===== src/rtl/servo_seq_defines.svh =====
// Register offsets, field positions, mode codes and timing for the homing sequencer
`ifndef SERVO_SEQ_DEFINES_SVH
`define SERVO_SEQ_DEFINES_SVH
// ********************
// Register byte offsets
// ********************
`define OFS_MODE 8'h00
`define OFS_SPEED 8'h04
`define OFS_CURRENT 8'h08
`define OFS_NOMINAL 8'h0c
`define OFS_CONFIG 8'h10
`define OFS_STATUS 8'h14
`define OFS_POSITION 8'h18
`define OFS_LAST_ERR 8'h1c
`define OFS_MD_SEND 8'h20
`define OFS_SETUP_BASE 8'h40
`define OFS_TARGET_BASE 8'h80
`define MD_WORDS 9
// ********************
// Field positions
// ********************
`define TQ_MSB 11
`define SEL_LSB 16
`define SEL_MSB 24
`define SPC_LSB 28
`define SPC_MSB 31
`define TQ_LIMIT 16'sd600
`define SPC_NONE 4'h0
`define SPC_CLR_ERR 4'h5
// ********************
// Operating mode codes
// ********************
`define M_ERR 16'hffff
`define M_OFF 16'h0000
`define M_HOME_LA 16'h000f
`define M_HOME_RA 16'h0010
`define M_HOME_LS 16'h0011
`define M_HOME_RS 16'h0012
`define M_HOME_DONE 16'h0014
`define M_ZERO 16'h0065
`define M_CURRENT 16'h0080
`define M_POS_PP 16'h0081
`define M_SPD_PP 16'h0082
`define M_SPD_NPP 16'h0084
`define M_POS_NPP 16'h0085
`define M_STEPPER 16'h0086
// ********************
// Reset values and timing
// ********************
`define RST_SPEED 16'h0000
`define RST_NOMINAL 16'h0000
`define CLK_NS 40
`define DEBOUNCE_NS 1000000
`define SLOW_DIV 16'd5
`endif


===== src/rtl/servo_seq_pkg.sv =====
// Types shared by the homing and mode sequencer
package servo_seq_pkg;
    typedef enum logic [2:0] {
        CTL_OFF,
        CTL_CURRENT,
        CTL_POSITION,
        CTL_SPEED,
        CTL_STEPPER,
        CTL_HOMING
    } ctrl_sel_t;
    typedef enum logic [1:0] {
        H_IDLE,
        H_SEARCH,
        H_BACK,
        H_INDEX
    } home_st_t;
endpackage : servo_seq_pkg


===== src/rtl/servo_homing_mode_sequencer.sv =====
// Operating mode selection, limit switch homing and multi-drive command store
//
// Function
// - Left advanced homing moves left until switch active longer than 1 ms.
// - After debounce, reverse at one fifth speed until the switch releases.
// - Advanced homing then moves on until the next encoder index pulse.
// - Completed homing switches the mode code to homing finished, 20.
// - Mode 16 mirrors the advanced sequence, searching rightward first.
// - Mode 17 searches left and backs off, no index move.
// - Mode 18 searches right and backs off, no index move.
// - Mode 20 is entered only from homing modes at completion.
// - Mode 101 clears the current position to zero.
// - Mode 128 regulates motor current to the commanded value.
// - 129 is position with planner, 130 speed with planner.
// - 132 is speed without planner, 133 position without planner.
// - Mode 134 is closed-loop stepper; holding current drops to 20 percent.
// - Setup command holds mode and torque within 600 mNm per drive.
// - Special code 0 does nothing, 5 clears that slave's last error.
// - Target command holds signed 32-bit positions for all nine drives.
// - Mode 15 starts left homing; switch polarity is configurable.
// - Mode 0 de-energizes the motor windings.
// - A fault reports mode -1 and keeps a readable last error.
//
// Our own choices: the APB register port and the placing of the registers.
`timescale 1ns/1ns
`include "servo_seq_defines.svh"
module servo_homing_mode_sequencer
    import servo_seq_pkg::*;
#(
    parameter int DEBOUNCE_CYC = `DEBOUNCE_NS / `CLK_NS
) (
    input wire logic pclk,
    input wire logic presetn,
    input wire logic psel,
    input wire logic penable,
    input wire logic pwrite,
    input wire logic [7:0] paddr,
    input wire logic [31:0] pwdata,
    output logic [31:0] prdata,
    output logic pready,
    output logic pslverr,
    input wire logic limit_sw,
    input wire logic index_pulse,
    input wire logic enc_step,
    input wire logic enc_dir,
    input wire logic at_target,
    input wire logic fault,
    input wire logic [7:0] fault_code,
    output logic energize_q,
    output ctrl_sel_t ctrl_sel_q,
    output logic planner_bypassed,
    output logic motion_en_q,
    output logic dir_right_q,
    output logic [15:0] speed_out_q,
    output logic [15:0] current_out_q,
    output logic [31:0] position_q,
    output logic [15:0] mode_q,
    output logic [8:0][31:0] setup_word_q,
    output logic [8:0][31:0] target_word_q,
    output logic setup_send_q,
    output logic target_send_q,
    output logic [7:0] slave_err_clear_q
);
    // ********************
    // Bus decode
    // ********************
    logic wr_en;
    logic rd_en;
    logic hit;
    logic setup_hit;
    logic target_hit;
    logic [3:0] md_idx;
    logic [15:0] speed_q;
    logic [15:0] current_q;
    logic [15:0] nominal_q;
    logic pol_high_q;
    logic [7:0] last_err_q;
    logic [31:0] rd_d;
    home_st_t st_q;
    logic [23:0] cnt_q;
    logic sw_act;
    logic home_en;
    logic mirrored;
    logic use_index;
    logic home_done;
    logic send_setup;
    logic send_target;
    logic [15:0] master_sel;
    logic [15:0] sw_mode;
    logic sw_mode_wr;

    // Access phase with pready high is the one commit edge
    assign wr_en = psel && penable && pready && pwrite && !pslverr;
    assign rd_en = psel && !penable;
    assign md_idx = paddr[5:2];
    assign setup_hit = (paddr[7:6] == 2'b01) && (md_idx < 4'd9) && (paddr[1:0] == 2'b00);
    assign target_hit = (paddr[7:6] == 2'b10) && (md_idx < 4'd9) && (paddr[1:0] == 2'b00);

    // Saturate a signed 12-bit torque field; its own sign bit decides the direction
    function automatic logic [`TQ_MSB:0] clamp_tq(input logic [`TQ_MSB:0] v);
        logic signed [`TQ_MSB:0] s;
        s = $signed(v);
        if (s > `TQ_LIMIT) begin
            return 12'sd600;
        end else if (s < -`TQ_LIMIT) begin
            return -12'sd600;
        end
        return v[`TQ_MSB:0];
    endfunction : clamp_tq

    // Read mux; unmapped addresses flag an error
    always_comb begin
        hit = 1'b1;
        rd_d = 32'h0000_0000;
        case (paddr)
            `OFS_MODE: rd_d = {16'h0000, mode_q};
            `OFS_SPEED: rd_d = {16'h0000, speed_q};
            `OFS_CURRENT: rd_d = {16'h0000, current_q};
            `OFS_NOMINAL: rd_d = {16'h0000, nominal_q};
            `OFS_CONFIG: rd_d = {31'h0, pol_high_q};
            `OFS_STATUS: rd_d = {26'h0, at_target, sw_act, st_q, dir_right_q, motion_en_q};
            `OFS_POSITION: rd_d = position_q;
            `OFS_LAST_ERR: rd_d = {24'h0, last_err_q};
            `OFS_MD_SEND: rd_d = 32'h0000_0000;
            default: begin
                if (setup_hit) begin
                    rd_d = setup_word_q[md_idx];
                end else if (target_hit) begin
                    rd_d = target_word_q[md_idx];
                end else begin
                    hit = 1'b0;
                end
            end
        endcase
    end

    // Answer one cycle after setup; zero wait states
    always_ff @(posedge pclk or negedge presetn) begin
        if (!presetn) begin
            pready <= 1'b0;
            pslverr <= 1'b0;
            prdata <= 32'h0000_0000;
        end else begin
            pready <= rd_en;
            pslverr <= rd_en && !hit;
            if (rd_en && !pwrite) begin
                prdata <= rd_d;
            end
        end
    end

    // ********************
    // Software settings
    // ********************
    always_ff @(posedge pclk or negedge presetn) begin
        if (!presetn) begin
            speed_q <= `RST_SPEED;
            current_q <= 16'h0000;
            nominal_q <= `RST_NOMINAL;
            pol_high_q <= 1'b0;
        end else if (wr_en) begin
            case (paddr)
                `OFS_SPEED: speed_q <= pwdata[15:0];
                `OFS_CURRENT: current_q <= pwdata[15:0];
                `OFS_NOMINAL: nominal_q <= pwdata[15:0];
                `OFS_CONFIG: pol_high_q <= pwdata[0];
                default: ;
            endcase
        end
    end

    // Multi-drive word stores; torque saturated on entry
    always_ff @(posedge pclk or negedge presetn) begin
        if (!presetn) begin
            setup_word_q <= '0;
            target_word_q <= '0;
        end else if (wr_en && setup_hit) begin
            setup_word_q[md_idx] <= {pwdata[31:12], clamp_tq(pwdata[`TQ_MSB:0])};
        end else if (wr_en && target_hit) begin
            target_word_q[md_idx] <= pwdata;
        end
    end

    assign send_setup = wr_en && (paddr == `OFS_MD_SEND) && pwdata[0];
    assign send_target = wr_en && (paddr == `OFS_MD_SEND) && pwdata[1];

    // Send strobes and per-slave error clear pulses toward the CAN link
    always_ff @(posedge pclk or negedge presetn) begin
        if (!presetn) begin
            setup_send_q <= 1'b0;
            target_send_q <= 1'b0;
        end else begin
            setup_send_q <= send_setup;
            target_send_q <= send_target;
        end
    end

    // Only code 5 acts; 0 and undefined codes are ignored
    genvar gi;
    generate
        for (gi = 0; gi < 8; gi++) begin : g_slave
            always_ff @(posedge pclk or negedge presetn) begin
                if (!presetn) begin
                    slave_err_clear_q[gi] <= 1'b0;
                end else begin
                    slave_err_clear_q[gi] <= send_setup &&
                        (setup_word_q[gi+1][`SPC_MSB:`SPC_LSB] == `SPC_CLR_ERR);
                end
            end
        end
    endgenerate

    // ********************
    // Homing sequencer
    // ********************
    assign sw_act = pol_high_q ? limit_sw : !limit_sw;
    assign home_en = (mode_q == `M_HOME_LA) || (mode_q == `M_HOME_RA) ||
        (mode_q == `M_HOME_LS) || (mode_q == `M_HOME_RS);
    assign mirrored = (mode_q == `M_HOME_RA) || (mode_q == `M_HOME_RS);
    assign use_index = (mode_q == `M_HOME_LA) || (mode_q == `M_HOME_RA);
    assign home_done = home_en && (((st_q == H_BACK) && !sw_act && !use_index) ||
        ((st_q == H_INDEX) && index_pulse));

    // Debounce counts consecutive active samples only
    always_ff @(posedge pclk or negedge presetn) begin
        if (!presetn) begin
            st_q <= H_IDLE;
            cnt_q <= 24'h000000;
        end else if (!home_en) begin
            st_q <= H_IDLE;
            cnt_q <= 24'h000000;
        end else begin
            case (st_q)
                H_IDLE: begin
                    st_q <= H_SEARCH;
                    cnt_q <= 24'h000000;
                end
                H_SEARCH: begin
                    if (!sw_act) begin
                        cnt_q <= 24'h000000;
                    end else if (cnt_q >= 24'(DEBOUNCE_CYC)) begin
                        st_q <= H_BACK;
                    end else begin
                        cnt_q <= cnt_q + 24'h000001;
                    end
                end
                H_BACK: begin
                    if (!sw_act) begin
                        st_q <= use_index ? H_INDEX : H_IDLE;
                    end
                end
                H_INDEX: begin
                    if (index_pulse) begin
                        st_q <= H_IDLE;
                    end
                end
                default: st_q <= H_IDLE;
            endcase
        end
    end

    // ********************
    // Mode code
    // ********************
    assign master_sel = {{7{setup_word_q[0][`SEL_MSB]}}, setup_word_q[0][`SEL_MSB:`SEL_LSB]};
    assign sw_mode_wr = (wr_en && (paddr == `OFS_MODE)) || send_setup;
    assign sw_mode = send_setup ? master_sel : pwdata[15:0];

    // Fault beats homing completion beats software; software cannot pick 20
    always_ff @(posedge pclk or negedge presetn) begin
        if (!presetn) begin
            mode_q <= `M_OFF;
        end else if (fault) begin
            mode_q <= `M_ERR;
        end else if (home_done) begin
            mode_q <= `M_HOME_DONE;
        end else if (sw_mode_wr && (sw_mode != `M_HOME_DONE)) begin
            mode_q <= sw_mode;
        end
    end

    // Last error: a new fault wins over a clear in the same cycle
    always_ff @(posedge pclk or negedge presetn) begin
        if (!presetn) begin
            last_err_q <= 8'h00;
        end else if (fault) begin
            last_err_q <= fault_code;
        end else if (wr_en && (paddr == `OFS_LAST_ERR)) begin
            last_err_q <= 8'h00;
        end
    end

    // Position tracks encoder steps; held at zero in set-zero mode
    always_ff @(posedge pclk or negedge presetn) begin
        if (!presetn) begin
            position_q <= 32'h0000_0000;
        end else if (mode_q == `M_ZERO) begin
            position_q <= 32'h0000_0000;
        end else if (enc_step) begin
            position_q <= enc_dir ? position_q + 32'h1 : position_q - 32'h1;
        end
    end

    // ********************
    // Drive outputs
    // ********************
    always_ff @(posedge pclk or negedge presetn) begin
        if (!presetn) begin
            energize_q <= 1'b0;
            ctrl_sel_q <= CTL_OFF;
            planner_bypassed <= 1'b0;
            motion_en_q <= 1'b0;
            dir_right_q <= 1'b0;
            speed_out_q <= 16'h0000;
            current_out_q <= 16'h0000;
        end else begin
            energize_q <= 1'b1;
            planner_bypassed <= 1'b0;
            motion_en_q <= 1'b0;
            dir_right_q <= 1'b0;
            speed_out_q <= speed_q;
            current_out_q <= current_q;
            case (mode_q)
                `M_HOME_LA, `M_HOME_RA, `M_HOME_LS, `M_HOME_RS: begin
                    ctrl_sel_q <= CTL_HOMING;
                    motion_en_q <= (st_q != H_IDLE);
                    // Index move keeps the back-off direction, away from the switch
                    dir_right_q <= mirrored ^ ((st_q == H_BACK) || (st_q == H_INDEX));
                    if (st_q == H_BACK) begin
                        speed_out_q <= speed_q / `SLOW_DIV;
                    end
                end
                `M_HOME_DONE, `M_ZERO: ctrl_sel_q <= CTL_POSITION;
                `M_CURRENT: ctrl_sel_q <= CTL_CURRENT;
                `M_POS_PP: ctrl_sel_q <= CTL_POSITION;
                `M_SPD_PP: ctrl_sel_q <= CTL_SPEED;
                `M_SPD_NPP: begin
                    ctrl_sel_q <= CTL_SPEED;
                    planner_bypassed <= 1'b1;
                end
                `M_POS_NPP: begin
                    ctrl_sel_q <= CTL_POSITION;
                    planner_bypassed <= 1'b1;
                end
                `M_STEPPER: begin
                    ctrl_sel_q <= CTL_STEPPER;
                    current_out_q <= at_target ? nominal_q / `SLOW_DIV : nominal_q;
                end
                default: begin
                    // Off, error and unsupported codes leave the shaft free
                    ctrl_sel_q <= CTL_OFF;
                    energize_q <= 1'b0;
                end
            endcase
        end
    end

    // ********************
    // Assertions
    // ********************
    property p_debounce_hold;
        @(posedge pclk) disable iff (!presetn)
        (st_q == H_SEARCH && home_en && !fault && !sw_mode_wr && !sw_act)
            |=> (cnt_q == 24'h0 && st_q == H_SEARCH);
    endproperty
    a_debounce_hold: assert property (p_debounce_hold) else $error("debounce not restarted");

    property p_back_after_debounce;
        @(posedge pclk) disable iff (!presetn)
        (st_q == H_SEARCH && $past(st_q) == H_SEARCH) |-> (cnt_q <= 24'(DEBOUNCE_CYC));
    endproperty
    a_back_after_debounce: assert property (p_back_after_debounce) else $error("debounce overrun");

    property p_back_slow;
        @(posedge pclk) disable iff (!presetn)
        (st_q == H_BACK && home_en) ##1 (st_q == H_BACK && home_en)
            |-> (speed_out_q == speed_q / `SLOW_DIV && dir_right_q == !mirrored);
    endproperty
    a_back_slow: assert property (p_back_slow) else $error("back-off speed or dir wrong");

    property p_done_mode;
        @(posedge pclk) disable iff (!presetn)
        (home_done && !fault) |=> (mode_q == `M_HOME_DONE && st_q == H_IDLE);
    endproperty
    a_done_mode: assert property (p_done_mode) else $error("homing end not reported");

    property p_done_only_homing;
        @(posedge pclk) disable iff (!presetn)
        (mode_q == `M_HOME_DONE && $past(mode_q) != `M_HOME_DONE) |-> $past(home_done);
    endproperty
    a_done_only_homing: assert property (p_done_only_homing) else $error("mode 20 entered");

    property p_zero_pos;
        @(posedge pclk) disable iff (!presetn)
        (mode_q == `M_ZERO) |=> (position_q == 32'h0);
    endproperty
    a_zero_pos: assert property (p_zero_pos) else $error("position not cleared");

    property p_hold_current;
        @(posedge pclk) disable iff (!presetn)
        (mode_q == `M_STEPPER && at_target) |=>
            (current_out_q == $past(nominal_q) / `SLOW_DIV && ctrl_sel_q == CTL_STEPPER);
    endproperty
    a_hold_current: assert property (p_hold_current) else $error("holding current wrong");

    property p_npp_speed;
        @(posedge pclk) disable iff (!presetn)
        (mode_q == `M_SPD_NPP) |=> (planner_bypassed && ctrl_sel_q == CTL_SPEED);
    endproperty
    a_npp_speed: assert property (p_npp_speed) else $error("speed bypass wrong");

    property p_fault_mode;
        @(posedge pclk) disable iff (!presetn)
        fault |=> (mode_q == `M_ERR && last_err_q == $past(fault_code)) ##1 !energize_q;
    endproperty
    a_fault_mode: assert property (p_fault_mode) else $error("fault not reported");

    property p_torque_window;
        @(posedge pclk) disable iff (!presetn)
        (wr_en && setup_hit) |=>
            ($signed(setup_word_q[$past(md_idx)][`TQ_MSB:0]) <= 12'sd600) &&
            ($signed(setup_word_q[$past(md_idx)][`TQ_MSB:0]) >= -12'sd600);
    endproperty
    a_torque_window: assert property (p_torque_window) else $error("torque out of range");

    property p_special_clear;
        @(posedge pclk) disable iff (!presetn)
        (send_setup && setup_word_q[1][`SPC_MSB:`SPC_LSB] == `SPC_CLR_ERR)
            |=> slave_err_clear_q[0] ##1 !slave_err_clear_q[0] || send_setup;
    endproperty
    a_special_clear: assert property (p_special_clear) else $error("slave clear missing");

    property p_off_free;
        @(posedge pclk) disable iff (!presetn)
        (mode_q == `M_OFF) |=> !energize_q;
    endproperty
    a_off_free: assert property (p_off_free) else $error("motor energized in mode 0");
endmodule : servo_homing_mode_sequencer


===== config.mk =====
export PLATFORM = sky130hd
export DESIGN_NAME = servo_homing_mode_sequencer
export DESIGN_NICKNAME = d
export VERILOG_FILES = /design/src/rtl/servo_seq_pkg.sv /design/src/rtl/servo_homing_mode_sequencer.sv
export VERILOG_INCLUDE_DIRS = /design/src /design/src/rtl
export SDC_FILE = /design/constraint.sdc
export NUM_CORES = 2
export LEC_CHECK = 0
export ABC_AREA = 1
export BUFFER_PORTS_ARGS = -buffer_cell sky130_fd_sc_hd__buf_2
export CAP_MARGIN = 20
export CORE_MARGIN = 4
export CORE_UTILIZATION = 45
export DETAILED_ROUTE_END_ITERATION = 10
export GPL_TIMING_DRIVEN = 0
export MAX_ROUTING_LAYER = met4
export PLACE_DENSITY_LB_ADDON = 0.25
export SLEW_MARGIN = 20
export SYNTH_ARGS = -nofsm -noshare
export SYNTH_HDL_FRONTEND = slang
export SYNTH_SLANG_ARGS = --single-unit

===== constraint.sdc =====
create_clock -name pclk -period 5.5 [get_ports pclk]
set_input_delay 0.55 -clock pclk [delete_from_list [all_inputs] [get_ports pclk]]
set_output_delay 0.55 -clock pclk [all_outputs]
set_load 0.05 [all_outputs]

**After elaboration in Yosys (flattened, before gate mapping)**

Index checks and enable logic that the tools add are counted.

- Output and inout bits: 707
- Bits in registers: 790

- Muxes and demuxes: 51
- Magnitude comparators: 6
- Div/mod/pow operators: 2
- Equality and inequality tests: 40
- Bitwise operators: 2
- Reductions and logical operators: 66
- Add/sub/neg operators: 3

Operators by type and width:

| operator | count |
|---|---|
| 288-bit bitwise mux | 2 |
| 32-bit case mux with 9 select lines | 1 |
| 32-bit binary-select mux with 4-bit select | 2 |
| 32-bit 2-to-1 mux | 8 |
| 32-bit demux with 4-bit select | 1 |
| 16-bit 2-to-1 mux | 8 |
| 16-bit by 8-bit equality test with 1-bit output, second input constant | 6 |
| 24-bit 2-to-1 mux | 3 |
| 16-bit by 5-bit equality test with 1-bit output, second input constant | 4 |
| 12-bit 2-to-1 mux | 4 |
| 24-bit case mux with 2 select lines | 1 |
| 32-bit by 1-bit adder with 32-bit output, second input constant | 1 |
| 16-bit by 3-bit divider with 16-bit output, second input constant | 2 |
| 4-bit by 3-bit equality test with 1-bit output, second input constant | 8 |
| 8-bit by 5-bit equality test with 1-bit output, second input constant | 4 |
| 1-bit logical AND | 32 |
| 32-bit by 1-bit subtractor with 32-bit output, second input constant | 1 |
| 24-bit by 1-bit adder with 24-bit output, second input constant | 1 |
| 24-bit by 15-bit greater-or-equal comparator with 1-bit output, second input constant | 1 |
| 16-bit by 4-bit equality test with 1-bit output, second input constant | 1 |
| 16-bit by 7-bit equality test with 1-bit output, second input constant | 1 |
| 8-bit by 4-bit equality test with 1-bit output, second input constant | 2 |
| 8-bit 2-to-1 mux | 2 |
| 16-bit by 5-bit inequality test with 1-bit output, second input constant | 1 |
| 30 further kinds | 73 |

**Logic depth before layout (Yosys ltp)**

- Depth after elaboration: 12
- Gate-level depth with buffers: 67
- Depth with buffers taken out: 67

**Worst setup path before layout**

OpenSTA, ideal clock, no wires.

- Kind: input -> register
- Start point: input port enc_dir
- End point: register position_q[31]
- Cell stages on the path: 43
- Buffers on the path: 0
- Setup slack: 0.467 ns
- Setup time: 0.129 ns
- Required time: 5.371 ns
- Data arrival time: 4.904 ns
- Cells stage by stage: inv_1 -> ha_1 -> nand3_1 -> and2_1 -> nor2_1 -> nor2_1 -> inv_1 -> a21oi_1 -> nor2_1 -> nor2_1 -> inv_1 -> a21oi_1 -> nor2_1 -> nor2_1 -> o21bai_1 -> nand4_1 -> a21boi_0 -> o21a_1 -> [7 not listed] -> nand2_1 -> nand2_1 -> inv_1 -> o21ai_0 -> nand2_1 -> nand2_1 -> inv_1 -> o21ai_0 -> nand2_1 -> nand3_1 -> nand2_1 -> inv_1 -> o21ai_0 -> nand4_1 -> nand3b_1 -> a21oi_1 -> o21ai_0 -> o21ai_0

RTL lines:

| what | line | source |
|---|---|---|
| start: declaration | servo_homing_mode_sequencer.sv:45 | `input wire logic enc_dir,` |
| end signal: assignment | servo_homing_mode_sequencer.sv:300 | `position_q <= enc_dir ? position_q + 32'h1 : position_q - 32'h1;` |
| end: declaration | servo_homing_mode_sequencer.sv:56 | `output logic [31:0] position_q,` |

**Worst setup path after layout**

- Start point: register nominal_q[13]
- End point: register current_out_q[0]

- Word-level cells in the longest chain between the ends: 3

RTL lines:

| what | line | source |
|---|---|---|
| start: declaration | servo_homing_mode_sequencer.sv:75 | `logic [15:0] nominal_q;` |
| start signal: assignment | servo_homing_mode_sequencer.sv:159 | `` nominal_q <= `RST_NOMINAL; `` |
| start signal: assignment | servo_homing_mode_sequencer.sv:165 | `` `OFS_NOMINAL: nominal_q <= pwdata[15:0]; `` |
| 16-bit by 3-bit divider with 16-bit output (no line) | -- |  |
| 16-bit 2-to-1 mux | servo_homing_mode_sequencer.sv:347 | `` current_out_q <= at_target ? nominal_q / `SLOW_DIV : nominal_q; `` |
| 16-bit 2-to-1 mux | servo_homing_mode_sequencer.sv:323 | `case (mode_q)` |
| end signal: assignment | servo_homing_mode_sequencer.sv:322 | `current_out_q <= current_q;` |
| end signal: assignment | servo_homing_mode_sequencer.sv:347 |  |
| end: declaration | servo_homing_mode_sequencer.sv:55 | `output logic [15:0] current_out_q,` |

No other way between the ends.
A chain may end at the register's enable or synchronous reset.

==> reports/metrics.csv <==
stage,metric,value,unit
run_status,outcome,finished with violations,
run_status,violations,setup timing,
floorplanning,rows,105,
synth,synth.top_cells.by_area,"dfrtp_1, nand2_1, o21ai_0",
grt,grt_pass1_vias,37019,
floorplanning,core-area,82200,um^2
synth,synth_cell_types,66,
placement,routabilityCongestion,1.07,
synth,synth_most_common_cell,nand2_1,
drt,drtPass1Iterations,7,
synth,yosysWarnings,0,
setup_path,cp_data_arrival_time,6.23,ns
sta,slew_viol_final,0,
cts,max-clock-path-buffers,3,
setup_path,slowest_stage,dfrtp_2,
sta,fmax,175,MHz
cts,cts_sinks,790,
drt,drt_wl_total,196000,um
setup_path,path_max_fanout,6,
floorplanning,fp.dieW,297,um
floorplanning,ios,766,
grt,antenna_found_initial,20,
drt,vias,40534,
floorplanning,start_util,0.456,
sta,worst_pin_slew,1.29,ns
layout,layout-drive-gt1-share,0.223,
layout,fin_cells,6543,
sta,setup_viol,3,
setup_path,regToRegSetupSlack,-0.20,ns
grt,globalRouteOverflowTotal,0,
layout,utilization,0.570,
setup_path,cp_common_cell,nand2_4,
cts,cts_root_buf,clkbuf_16,
drt,wl_per_cell,29.9,um
placement,dp.cells,6333,
synth,synthCells,4489,
synth,netlist_area,37500,um^2
synth,yosys.area.top_type_share,0.528,
setup_path,crit_type,flop to flop,
sta,whs,0.0867,ns
sta,finalCritPeriodShare,1.04,
flow_run,drv_cap,0,
layout,fin_nets,5494,
power_and_ir_drop,power_density,313,nW/um^2
setup_path,critPathRequiredTime,6.03,ns
layout,area_growth,25.2,%
power_and_ir_drop,vdd_drop_max,0.000289,V
setup_path,crit_end,current_out_q[0],
cts,htree_num_levels,3,
setup_path,ff2ff_path_depth,57,
sta,hold_viol,0,
sta,tns,-0.418,ns
power_and_ir_drop,p_leak,24.2,nW
synth,synth_area_per_cell,8.35,um^2
synth,synth_edf_count,0,
floorplanning,die_area,87900,um^2
placement,io_buffers,765,
synth,syn_nets,4585,
setup_path,timing.rr.start,nominal_q[13],
setup_path,crit_start,nominal_q[13],
drt,ant_nets,0,
cts,clk_pin_slew,0.06,ns
grt,grt_usage,0.441,
synth,ys.flop_type,dfrtp_1,
floorplanning,die_y,297,um
drt,drt_iter0_markers,5500,
placement,post-dp-hpwl,150000,um
setup_path,r2r-end,current_out_q[0],
drt,drc_errors,0,
drt,viasPerCell,6.20,
layout,final_cell_area,46900,um^2
sta,slew_headroom,0.139,
power_and_ir_drop,power,14.7,mW
sta,finalClockSkew,0.0474,ns
synth,async_flop_share,1.00,
sta,setup_ws,-0.203,ns
grt,grt_max_degree,139,
setup_path,slowest_delay,0.47,ns
sta,min_period,5.70,ns
placement,dp_slack,-0.889,ns
layout,fill_cells,7689,
synth,yosysSeqAreaShare,0.528,
sta,rsz0062_at_grt,yes,
synth,synth_seq_cells,790,
placement,placed_area,42900,um^2
cts,clock_latency,0.69,ns
setup_path,startpoint_type,flop,
synth,synth_common_cells,"nand2_1, o21ai_0, dfrtp_1, inv_1, clkbuf_1",
synth,synth_area_leader_cell,dfrtp_1,
cts,cts_tree,done,
setup_path,worstSetupEndpointType,flop,
hold_path,hp-class,input pin to flop,
cts,cts_buffers,87,
grt,grt_pass1_wl,269000,um
-- cells in the final DEF, fill, tap and decap left out, types with 87 or more instances in the layout --
| cell type | Yosys | routed |
|---|---|---|
| dfrtp_1 | 790 | 782 |
| inv_1 | 337 | 321 |
| clkbuf_1 | 241 | 257 |
| nand2_1 | 1244 | 1190 |
| nor2_1 | 143 | 137 |
| clkbuf_16 | 0 | 87 |
| o22ai_1 | 174 | 173 |
| buf_2 | 0 | 767 |
| o21ai_0 | 810 | 808 |
| nand3_1 | 122 | 102 |
-- flip-flops by register name, summed over array words and instances, names as in the netlist, 2 cells and up --
signal,count
prdata,32
speed_q,16
speed_out_q,16
current_q,16
setup_word_q,288
last_err_q,8
target_word_q,288
st_q,2
slave_err_clear_q,8
ctrl_sel_q,3
position_q,32
cnt_q,24
nominal_q,16
mode_q,16
current_out_q,16
-- final cells by class --
type / instances / area, um^2 / share of cell area
diodes: 16 / 40.0 / 0.000854
flip-flops and latches: 790 / 19800 / 0.422
inverters: 376 / 1440 / 0.0306
well taps: 1070 / 1340 / 0.0286
clock buffers: 121 / 2440 / 0.0521
clock inverters: 27 / 384 / 0.00819
multi-input cells: 3059 / 16100 / 0.342
repair buffers: 820 / 4410 / 0.0941
plain buffers: 264 / 1000 / 0.0214
-- report_power, final --
group          internal, mW  switching [mW]  leakage (nW)
clock network          3.32            2.62          1.38
registers              5.96           0.213          10.7
logic                 0.624            1.96          12.2
total                  9.90            4.79          24.2
-- how the worst min path moves through the flow --
stage,start,end,cells past startpoint
2_1_floorplan,presetn,cnt_q[0],0
3_3_place_gp,prdata[6],prdata[6],1
3_5_place_dp,presetn,current_out_q[5],1
4_1_cts,penable,pready,2
5_1_grt,penable,pready,2
6_report,penable,pready,2
-- layer usage --
layer,track usage,wire [um],up-vias
met5,-,0,-
met4,0.282,16800,0
met3,0.131,24600,781
met2,0.655,86200,3028
met1,0.527,68100,19690
li1,-,-,17035
-- critical path, delay by kind of cell, from the launching register on --
family / cells / cell delay [ns]
buf+inv: 5 / 0.29
compound gates: 1 / 0.17
flops: 1 / 0.47
simple gates: 50 / 4.44
fa+ha+maj: 1 / 0.15
-- cells by family after synthesis --
logic type / share of synthesized area
xor+xnor: 0.00271
flops: 0.528
buf+inv: 0.0643
compound gates: 0.197
fa+ha+maj: 0.0126
simple gates: 0.195
mux: 0.000301
-- what timing repair did --
| item | in CTS | in global routing |
|---|---|---|
| resized for setup | 41 | 167 |
| setup endpoints to repair | 12 | 14 |
| hold endpoints to repair | 49 | 0 |
| pin swaps | 15 | 77 |
| buffers inserted | 17 | 27 |
| hold buffers | 1 | 0 |
No activity file was read; power rests on OpenSTA's default activity.
